<file path="config.mk">
export PLATFORM = sky130hd
export DESIGN_NAME = sicsd_regs
export DESIGN_NICKNAME = d
export VERILOG_FILES = /design/src/logic/sicsd_pkg.sv /design/src/logic/sicsd_regs.sv
export SDC_FILE = /design/constraint.sdc
export NUM_CORES = 1
export LEC_CHECK = 0
export BUFFER_PORTS_ARGS = -buffer_cell sky130_fd_sc_hd__buf_2
export CAP_MARGIN = 30
export CORE_AREA = 2 2 118 120
export CTS_CLUSTER_SIZE = 24
export DETAILED_ROUTE_END_ITERATION = 10
export DIE_AREA = 0 0 120 122
export SLEW_MARGIN = 20
export SYNTH_ARGS = -nofsm -noshare
export SYNTH_HDL_FRONTEND = slang
export SYNTH_SLANG_ARGS = --single-unit
</file>
<file path="constraint.sdc">
create_clock -name CLOCK -period 4.5 [get_ports CLOCK]
set_input_delay 0.45 -clock CLOCK [delete_from_list [all_inputs] [get_ports CLOCK]]
set_output_delay 0.45 -clock CLOCK [all_outputs]
set_load 0.1 [all_outputs]
</file>
<file path="src/logic/sicsd_pkg.sv">
// Shared constants and carrier types for the serial control, status and data register block
package sicsd_pkg;

    // ------------------------------------------------------------------
    // Register byte offsets
    // ------------------------------------------------------------------
    localparam logic [7:0] ADDR_CONTROL_FIRST = 8'h00;
    localparam logic [7:0] ADDR_CONTROL_SECOND = 8'h04;
    localparam logic [7:0] ADDR_FLAGS = 8'h08;
    localparam logic [7:0] ADDR_WORD_PORT = 8'h0c;
    localparam logic [7:0] ADDR_AUDIO_CONTROL = 8'h1c;

    // ------------------------------------------------------------------
    // First control register fields
    // ------------------------------------------------------------------
    localparam int CF_SAMPLE_PHASE = 0;
    localparam int CF_IDLE_HIGH = 1;
    localparam int CF_MASTER = 2;
    localparam int CF_ENABLE = 6;
    localparam int CF_SOFT_LEVEL = 8;
    localparam int CF_SOFT_MODE = 9;
    localparam int CF_WIDE_FRAME = 11;

    // ------------------------------------------------------------------
    // Second control register fields
    // ------------------------------------------------------------------
    localparam int CS_RX_DMA = 0;
    localparam int CS_TX_DMA = 1;
    localparam int CS_SELECT_DRIVE = 2;
    localparam int CS_SELECT_PULSE = 3;
    localparam int CS_TI_MODE = 4;
    localparam int CS_FAULT_IRQ = 5;
    localparam int CS_RX_IRQ = 6;
    localparam int CS_TX_IRQ = 7;

    // ------------------------------------------------------------------
    // Flags register fields and reset value
    // ------------------------------------------------------------------
    localparam int FL_RX_FILLED = 0;
    localparam int FL_TX_EMPTY = 1;
    localparam int FL_CHANNEL = 2;
    localparam int FL_UNDERRUN = 3;
    localparam int FL_CHECKSUM = 4;
    localparam int FL_CONFIG = 5;
    localparam int FL_OVERRUN = 6;
    localparam int FL_ACTIVE = 7;
    localparam int FL_FRAMING = 8;
    localparam logic [31:0] FLAGS_RESET = 32'h00000002;

    // Audio control register field
    localparam int AC_AUDIO_SEL = 11;

    // Frame sizes in bits
    localparam logic [4:0] NARROW_BITS = 5'h08;
    localparam logic [4:0] WIDE_BITS = 5'h10;

    // ------------------------------------------------------------------
    // Carrier types
    // ------------------------------------------------------------------
    typedef struct packed {
        logic cyc;
        logic stb;
        logic we;
        logic [7:0] adr;
        logic [3:0] sel;
        logic [31:0] dat;
    } sicsd_wb_req_s;

    typedef struct packed {
        logic ack;
        logic [31:0] dat;
    } sicsd_wb_rsp_s;

    typedef struct packed {
        logic sck;
        logic mosi;
        logic select_in;
    } sicsd_link_in_s;

    typedef struct packed {
        logic miso;
        logic select_out;
        logic select_oe;
    } sicsd_link_out_s;

endpackage

</file>
<file path="src/logic/sicsd_regs.sv">
// Serial control, status and data registers with a slave-mode frame shifter behind classic Wishbone
`timescale 1ns/10ps

module sicsd_regs
    import sicsd_pkg::*;
(
    input wire logic CLOCK,
    input wire logic RST,
    input wire sicsd_wb_req_s WB_REQ,
    output sicsd_wb_rsp_s WB_RSP,
    input wire sicsd_link_in_s LINK_IN,
    output sicsd_link_out_s LINK_OUT,
    input wire logic CHECKSUM_MISMATCH,
    output logic IRQ,
    output logic TX_DMA_REQ,
    output logic RX_DMA_REQ
);

    // ------------------------------------------------------------------
    // State
    // ------------------------------------------------------------------
    typedef struct packed {
        // Link pin synchronisers; sck keeps a third stage for the edge finder
        logic [2:0] sck_sync;
        logic [1:0] mosi_sync;
        logic [1:0] select_sync;
        logic [15:0] control_first;
        logic [7:0] control_second;
        logic audio_sel;
        logic [15:0] tx_buf;
        logic [15:0] rx_buf;
        logic [15:0] tx_shift;
        logic [15:0] rx_shift;
        logic [4:0] bit_cnt;
        logic loaded;
        logic frame_on_q;
        logic tx_empty_flag;
        logic rx_filled_flag;
        logic rx_overrun_flag;
        logic word_read_seen;
        logic config_fault_flag;
        logic flags_touched;
        logic checksum_mismatch_flag;
        logic tx_underrun_flag;
        logic framing_fault_flag;
        logic audio_channel_side;
        logic select_pulse_hold;
        logic ack;
        logic [31:0] rd_dat;
        logic irq;
        logic tx_dma;
        logic rx_dma;
        logic miso;
        logic select_out;
        logic select_oe;
    } sicsd_state_s;

    sicsd_state_s s;
    sicsd_state_s next_s;

    // Byte-lane merge for a 16-bit register
    function automatic logic [15:0] lane_merge(input logic [15:0] old_v, input logic [15:0] new_v,
                                               input logic [3:0] sel);
        logic [15:0] r;
        // Lanes 2 and 3 hold no register bits and are ignored
        r = old_v;
        if (sel[0]) begin
            r[7:0] = new_v[7:0];
        end
        if (sel[1]) begin
            r[15:8] = new_v[15:8];
        end
        return r;
    endfunction

    // Keep only the bits a frame of the current width carries
    function automatic logic [15:0] frame_mask(input logic [15:0] v, input logic wide);
        return wide ? v : {8'h00, v[7:0]};
    endfunction

    // ------------------------------------------------------------------
    // Next-state logic
    // ------------------------------------------------------------------
    logic access;
    logic wr;
    logic rd;
    logic wide;
    logic audio;
    logic ti_mode;
    logic master;
    logic select_level;
    logic frame_on;
    logic sck_rise;
    logic sck_fall;
    logic lead_edge;
    logic trail_edge;
    logic sample_edge;
    logic shift_edge;
    logic engine_on;
    logic [4:0] frame_bits;
    logic [4:0] cnt_plus;
    logic [15:0] rx_next;
    logic [31:0] flags_view;

    always_comb begin
        next_s = s;

        // Link pins pass two flops; the third stage only serves the edge finder
        next_s.sck_sync = {s.sck_sync[1:0], LINK_IN.sck};
        next_s.mosi_sync = {s.mosi_sync[0], LINK_IN.mosi};
        next_s.select_sync = {s.select_sync[0], LINK_IN.select_in};

        // A request is taken only while ack is low, so a held strobe is not taken twice
        access = WB_REQ.cyc & WB_REQ.stb & ~s.ack;
        wr = access & WB_REQ.we;
        rd = access & ~WB_REQ.we;
        wide = s.control_first[CF_WIDE_FRAME];
        audio = s.audio_sel;
        ti_mode = s.control_second[CS_TI_MODE] & ~audio;
        master = s.control_first[CF_MASTER];
        frame_bits = wide ? WIDE_BITS : NARROW_BITS;

        // Soft select only counts outside TI framing
        select_level = (s.control_first[CF_SOFT_MODE] & ~ti_mode) ? s.control_first[CF_SOFT_LEVEL]
                                                                   : s.select_sync[1];

        // Snapshot of the flags as software sees them
        flags_view = 32'h00000000;
        flags_view[FL_RX_FILLED] = s.rx_filled_flag;
        flags_view[FL_TX_EMPTY] = s.tx_empty_flag;
        flags_view[FL_CHANNEL] = s.audio_channel_side;
        flags_view[FL_UNDERRUN] = s.tx_underrun_flag;
        flags_view[FL_CHECKSUM] = s.checksum_mismatch_flag;
        flags_view[FL_CONFIG] = s.config_fault_flag;
        flags_view[FL_OVERRUN] = s.rx_overrun_flag;
        flags_view[FL_ACTIVE] = s.bit_cnt != 5'h00 || s.loaded;
        flags_view[FL_FRAMING] = s.framing_fault_flag;

        // ------------------------------------------------------------------
        // Bus side: one wait-free answer the cycle after the strobe
        // ------------------------------------------------------------------
        next_s.ack = access;
        // The select pulse lasts one cycle unless a word write renews it
        next_s.select_pulse_hold = 1'b0;
        if (rd) begin
            case (WB_REQ.adr)
                ADDR_CONTROL_FIRST: next_s.rd_dat = {16'h0000, s.control_first};
                ADDR_CONTROL_SECOND: next_s.rd_dat = {24'h000000, s.control_second};
                ADDR_FLAGS: next_s.rd_dat = flags_view;
                ADDR_WORD_PORT: next_s.rd_dat = {16'h0000, frame_mask(s.rx_buf, wide)};
                ADDR_AUDIO_CONTROL: next_s.rd_dat = {20'h00000, s.audio_sel, 11'h000};
                default: next_s.rd_dat = 32'h00000000;
            endcase
        end else if (access) begin
            next_s.rd_dat = 32'h00000000;
        end

        // Read-side effects; any flags access, read or write, marks the flags as touched
        if (rd && WB_REQ.adr == ADDR_WORD_PORT) begin
            next_s.rx_filled_flag = 1'b0;
            next_s.word_read_seen = 1'b1;
        end
        if (access && WB_REQ.adr == ADDR_FLAGS) begin
            next_s.flags_touched = 1'b1;
        end
        if (rd && WB_REQ.adr == ADDR_FLAGS) begin
            next_s.tx_underrun_flag = 1'b0;
            if (s.word_read_seen) begin
                next_s.rx_overrun_flag = 1'b0;
                next_s.word_read_seen = 1'b0;
            end
        end

        // Write-side effects
        if (wr) begin
            case (WB_REQ.adr)
                ADDR_CONTROL_FIRST: begin
                    next_s.control_first = lane_merge(s.control_first, WB_REQ.dat[15:0], WB_REQ.sel);
                    if (s.flags_touched) begin
                        next_s.config_fault_flag = 1'b0;
                        next_s.flags_touched = 1'b0;
                    end
                end
                ADDR_CONTROL_SECOND: begin
                    if (WB_REQ.sel[0]) begin
                        next_s.control_second = WB_REQ.dat[7:0];
                    end
                end
                ADDR_FLAGS: begin
                    // Writing 0 clears; writing 1 leaves the flag alone
                    if (WB_REQ.sel[1] && !WB_REQ.dat[FL_FRAMING]) begin
                        next_s.framing_fault_flag = 1'b0;
                    end
                    if (WB_REQ.sel[0] && !WB_REQ.dat[FL_CHECKSUM]) begin
                        next_s.checksum_mismatch_flag = 1'b0;
                    end
                end
                ADDR_WORD_PORT: begin
                    next_s.tx_buf = frame_mask(lane_merge(s.tx_buf, WB_REQ.dat[15:0], WB_REQ.sel),
                                               wide);
                    next_s.tx_empty_flag = 1'b0;
                    next_s.select_pulse_hold = s.control_second[CS_SELECT_PULSE] & master;
                end
                ADDR_AUDIO_CONTROL: begin
                    if (WB_REQ.sel[1]) begin
                        next_s.audio_sel = WB_REQ.dat[AC_AUDIO_SEL];
                    end
                end
                default: begin
                end
            endcase
        end

        // ------------------------------------------------------------------
        // Link side: slave shifter clocked by edges of the sampled link clock
        // ------------------------------------------------------------------
        // TI framing marks a frame by a high select, plain SPI by a low one
        frame_on = ti_mode ? select_level : ~select_level;
        next_s.frame_on_q = frame_on;
        sck_rise = s.sck_sync[1] & ~s.sck_sync[2];
        sck_fall = ~s.sck_sync[1] & s.sck_sync[2];
        lead_edge = s.control_first[CF_IDLE_HIGH] ? sck_fall : sck_rise;
        trail_edge = s.control_first[CF_IDLE_HIGH] ? sck_rise : sck_fall;
        sample_edge = s.control_first[CF_SAMPLE_PHASE] ? trail_edge : lead_edge;
        shift_edge = s.control_first[CF_SAMPLE_PHASE] ? lead_edge : trail_edge;
        engine_on = s.control_first[CF_ENABLE] & ~master & frame_on;
        cnt_plus = s.bit_cnt + 5'h01;
        rx_next = {s.rx_shift[14:0], s.mosi_sync[1]};

        // Select dropping mid-frame aborts the word; framed modes report it
        if (!frame_on && s.frame_on_q && (s.bit_cnt != 5'h00)) begin
            next_s.bit_cnt = 5'h00;
            next_s.loaded = 1'b0;
            if (ti_mode || audio) begin
                next_s.framing_fault_flag = 1'b1;
            end
        end
        // A TI sync pulse arriving inside a word is a framing fault too
        if (ti_mode && frame_on && !s.frame_on_q && (s.bit_cnt != 5'h00)) begin
            next_s.framing_fault_flag = 1'b1;
            next_s.bit_cnt = 5'h00;
        end

        // Outside a running slave frame nothing may stay loaded: a stale load would
        // keep the busy flag up and make the next frame skip its transmit word
        if (!engine_on) begin
            next_s.bit_cnt = 5'h00;
            next_s.loaded = 1'b0;
        end

        // Limitation: only the slave role shifts; master mode drives select and reports faults
        if (engine_on) begin
            // Pick up the transmit word at the start of each frame
            if (s.bit_cnt == 5'h00 && !s.loaded) begin
                next_s.loaded = 1'b1;
                if (!next_s.tx_empty_flag) begin
                    next_s.tx_shift = next_s.tx_buf;
                    next_s.tx_empty_flag = 1'b1;
                end else begin
                    next_s.tx_shift = 16'h0000;
                    if (audio) begin
                        next_s.tx_underrun_flag = 1'b1;
                    end
                end
            end
            // Shifting before the first sample would skip the first bit
            if (shift_edge && s.bit_cnt != 5'h00) begin
                next_s.tx_shift = {s.tx_shift[14:0], 1'b0};
            end
            if (sample_edge) begin
                next_s.rx_shift = rx_next;
                next_s.bit_cnt = cnt_plus;
                if (cnt_plus == frame_bits) begin
                    next_s.bit_cnt = 5'h00;
                    next_s.loaded = 1'b0;
                    if (audio) begin
                        next_s.audio_channel_side = ~s.audio_channel_side;
                    end
                    // Old word wins; the fresh one is lost
                    if (next_s.rx_filled_flag) begin
                        next_s.rx_overrun_flag = 1'b1;
                    end else begin
                        next_s.rx_buf = frame_mask(rx_next, wide);
                        next_s.rx_filled_flag = 1'b1;
                    end
                end
            end
        end
        // Outside audio mode the side stays parked at left
        if (!audio) begin
            next_s.audio_channel_side = 1'b0;
        end

        // Hardware sets come last so they win over a same-cycle clear
        if (master && s.control_first[CF_ENABLE] && !audio && !select_level) begin
            next_s.config_fault_flag = 1'b1;
        end
        if (CHECKSUM_MISMATCH && !audio) begin
            next_s.checksum_mismatch_flag = 1'b1;
        end

        // ------------------------------------------------------------------
        // Registered outputs from the updated state
        // ------------------------------------------------------------------
        // Interrupt is a level that stays up until software removes the cause
        next_s.irq = (next_s.control_second[CS_TX_IRQ] & next_s.tx_empty_flag)
                   | (next_s.control_second[CS_RX_IRQ] & next_s.rx_filled_flag)
                   | (next_s.control_second[CS_FAULT_IRQ] & (next_s.checksum_mismatch_flag
                      | next_s.config_fault_flag | next_s.rx_overrun_flag | next_s.tx_underrun_flag));
        // DMA requests follow the buffer flags as levels
        next_s.tx_dma = next_s.control_second[CS_TX_DMA] & next_s.tx_empty_flag;
        next_s.rx_dma = next_s.control_second[CS_RX_DMA] & next_s.rx_filled_flag;
        // MSB leaves first, so the top bit of the active width drives the pin
        next_s.miso = wide ? next_s.tx_shift[15] : next_s.tx_shift[7];
        // Select idles high; low while master is enabled, except a pulse between words
        next_s.select_out = ~(next_s.control_first[CF_MASTER] & next_s.control_first[CF_ENABLE])
                          | next_s.select_pulse_hold;
        next_s.select_oe = next_s.control_second[CS_SELECT_DRIVE] & next_s.control_first[CF_MASTER];
    end

    // ------------------------------------------------------------------
    // State register
    // ------------------------------------------------------------------
    always_ff @(posedge CLOCK) begin
        if (RST) begin
            s <= '0;
            s.sck_sync <= 3'h0;
            // Select idles high; starting there avoids a false frame start after reset
            s.select_sync <= 2'h3;
            s.frame_on_q <= 1'b0;
            s.tx_empty_flag <= FLAGS_RESET[FL_TX_EMPTY];
            s.select_out <= 1'b1;
        end else begin
            s <= next_s;
        end
    end

    // Ports come straight from the state flops
    assign WB_RSP.ack = s.ack;
    assign WB_RSP.dat = s.rd_dat;
    assign LINK_OUT.miso = s.miso;
    assign LINK_OUT.select_out = s.select_out;
    assign LINK_OUT.select_oe = s.select_oe;
    assign IRQ = s.irq;
    assign TX_DMA_REQ = s.tx_dma;
    assign RX_DMA_REQ = s.rx_dma;

endmodule

</file>
==> results.json <==
{
  "ctsResizeCount": 0,
  "finClkSkew_ps": 9.33,
  "place_hpwl_mm": 10.0,
  "rsz0062_at_grt": "false",
  "cap_violations": 0,
  "finalSetupViolCount": 0,
  "via_per_inst": 5.38,
  "yosys_register_bits": 135,
  "synth_edf_count": 0,
  "final_cells": 881,
  "ys_warn_count": 0,
  "syn_area_sq_mm": 0.00589,
  "period_minus_slack_ps": 3230,
  "grt_pass1_vias": 4352,
  "start_kind": "flip-flop",
  "drv_slew": 0,
  "worst-path-buf-inv": 1,
  "synthArstFlopShare_pct": 0,
  "rr_worst_depth": 9,
  "cts_setup_buffers": 0,
  "wl_per_cell_um": 16.1,
  "fmax_mhz": 310,
  "startpoint": "audio",
  "totalNegativeSetupSlack_ps": 0,
  "cp_slowest_stage_delay_ps": 810,
  "cts_tree": "yes",
  "r2r_end": "s[101]",
  "peakVddDrop_mv": 0.279,
  "cp.arrival_ps": 3560,
  "seqCellArea_sq_mm": 0.00270,
  "crit_top_cell": "nor2b_1",
  "cp_max_fo": 16,
  "clk_root_buffer_cell": "clkbuf_16",
  "area_growth_pct": 13.1,
  "fin_area_sq_mm": 0.00666,
  "coreArea_sq_mm": 0.0135,
  "avgSynthCellArea_sq_um": 8.88,
  "max_slew_margin_pct": 41.2,
  "start_util_pct": 43.6,
  "firstDrtPassIters": 7,
  "synth-main-ff-cell": "dfxtp_1",
  "tightestPinTransition_ps": 876,
  "cts_buffer_depth": 2,
  "synth_cell_types": 64,
  "gp_congestion": 0.818,
  "endpoint_kind": "flip-flop",
  "finalHoldViolations": 0,
  "antenna_left": 0,
  "vias": 4742,
  "drive_above_1_share_pct": 16.7,
  "io_buffers": 57,
  "grt_overflow": 0,
  "rrSetupSlack_ps": 1270,
  "dp.cells": 848,
  "p_per_area_mw_per_mm2": 410,
  "fill_cells": 1290,
  "path_cells": "nor2b_1, nor2b_1, mux2i_1, inv_1, ha_1, or2_2, nor4_4, nand3_1, a21oi_1",
  "nets": 744,
  "whs_ps": 238,
  "htree_levels": 4,
  "crit_end": "s[101]",
  "yosys.area.top_type": "dfxtp_1",
  "status": "complete, no violations",
  "track_usage_pct": 19.9,
  "grt_pass1_wl_mm": 22.5,
  "grt_max_degree": 70,
  "hold_path_class": "primary input to flip-flop",
  "synth_top_area_share_pct": 45.9,
  "ys_seq_area_share_pct": 45.9,
  "drt_iter0_markers": 351,
  "place_area_sq_mm": 0.00605,
  "die_w_um": 120,
  "p_leak_nw": 2.61,
  "synth_area_leaders": "dfxtp_1 46%, mux2i_1 7.5%, nor2_1 7.3%, a21oi_1 5.8%, buf_4 4.8%",
  "crit_path_top_delay_cell": "nor4_4",
  "drc": 0,
  "hold_buffers": 0,
  "rows": 43,
  "crit_family": "simple AND/OR/NAND/NOR gates",
  "total_power_mw": 2.73,
  "period_share_pct": 71.7,
  "grt_antenna_before_repair": 0,
  "crit_type": "flip-flop to flip-flop",
  "numCtsBuffers": 17,
  "chipHeight_um": 122,
  "cp_num_cells": 9,
  "n_antenna_cell": 0,
  "worstPathRequired_ps": 4840,
  "reg2reg_from": "audio",
  "synthCells": 664,
  "ios": 92,
  "multi_input_area_sq_mm": 0.00277,
  "cts_num_sinks": 135,
  "clk_pin_slew_ps": 50,
  "drt-total-wl_mm": 14.2,
  "die_area_sq_mm": 0.0146,
  "worst_skew_pair.late_latency_ps": 420
}
[registers in the layout, summed over array words and instances, names as in the netlist, 3 cells and up]
name	cells
flags_view	8
rx_next	16
LINK_OUT	3
next_s	4
s	82
WB_RSP	17
[through the flow]
stage / utilization, % / setup WS (ps)
after floorplan: - / 1940
final: 49.3 / 1270
after detailed placement: 44.8 / 1260
after CTS: 49.3 / 1290
after global routing: 49.3 / 1080
after global placement: 44.8 / 1290
[per-layer routing]
layer	up-vias	global-route usage (%)	share of wire [%]
li1	2306	-	-
met1	2262	26.1	46
met2	150	31.3	46
met4	0	9.26	2.3
met5	-	0	0
met3	24	4.26	5.5
[worst min path at each step]
stage | cells past startpoint | slack, ps | start | end
after floorplan | 1 | 390 | next_s[147] | s[147]
after global placement | 1 | 400 | next_s[147] | s[147]
after detailed placement | 1 | 410 | next_s[147] | s[147]
after CTS | 2 | 220 | LINK_IN[0] | next_s[147]
after global routing | 2 | 240 | LINK_IN[0] | next_s[147]
final | 2 | 240 | LINK_IN[0] | next_s[147]
[logic make-up after synthesis]
| logic type | synth area share [%] |
|---|---|
| multiplexers | 8.11 |
| buffers and inverters | 8.09 |
| XOR/XNOR | 0.446 |
| AO/OA/AOI/OAI | 14.3 |
| adder cells (fa/ha/maj) | 0.637 |
| flip-flops | 45.9 |
| other | 0.0636 |
| AND/OR/NAND/NOR | 22.5 |
[cell usage in the layout, fill, tap and decap left out, types with 3 or more instances in the layout]
cell	synthesis	routed
mux2i_1	44	44
or3_1	4	4
clkbuf_16	0	17
nor3_1	20	20
a222oi_1	8	8
and3_1	3	3
or2_2	3	3
a211oi_1	13	13
buf_2	6	56
ha_1	3	3
clkinv_2	0	3
a32oi_1	8	8
nand2b_1	6	6
clkbuf_1	24	4
clkbuf_8	0	3
nand2_1	71	71
bufinv_16	0	3
a21oi_1	68	68
dfxtp_1	135	135
nand4b_1	3	3
nand3_1	17	17
buf_4	38	7
conb_1	1	16
nor2b_1	10	10
nor2_1	114	114
inv_1	8	8
[cells in the mapped netlist, drive strengths merged, types with 4 or more instances]
cell	count
and2	4
or3	5
a21oi	68
nand3	17
nor2b	10
nand2	71
nor2	115
nor3	20
mux2i	44
nand2b	7
a222oi	8
inv	8
buf	49
a32oi	8
dfxtp	135
and3	4
clkbuf	24
a211oi	13
[where the power goes]
| part | switching, mW | total, mW | internal [mW] |
|---|---|---|---|
| Clock | 0.490 | 1.40 | 0.912 |
| Sequential | 0.00162 | 1.20 | 1.20 |
| Combinational | 0.107 | 0.128 | 0.0214 |
[cell type report]
type / count / share of cell area, %
clock buffers: 24 / 7.23
clock inverters: 8 / 1.80
inverters: 8 / 0.451
multi-input cells: 463 / 41.6
flip-flops and latches: 135 / 40.6
well taps: 180 / 3.38
repair buffers: 63 / 5.00
Power figures use the tool's default switching activity.
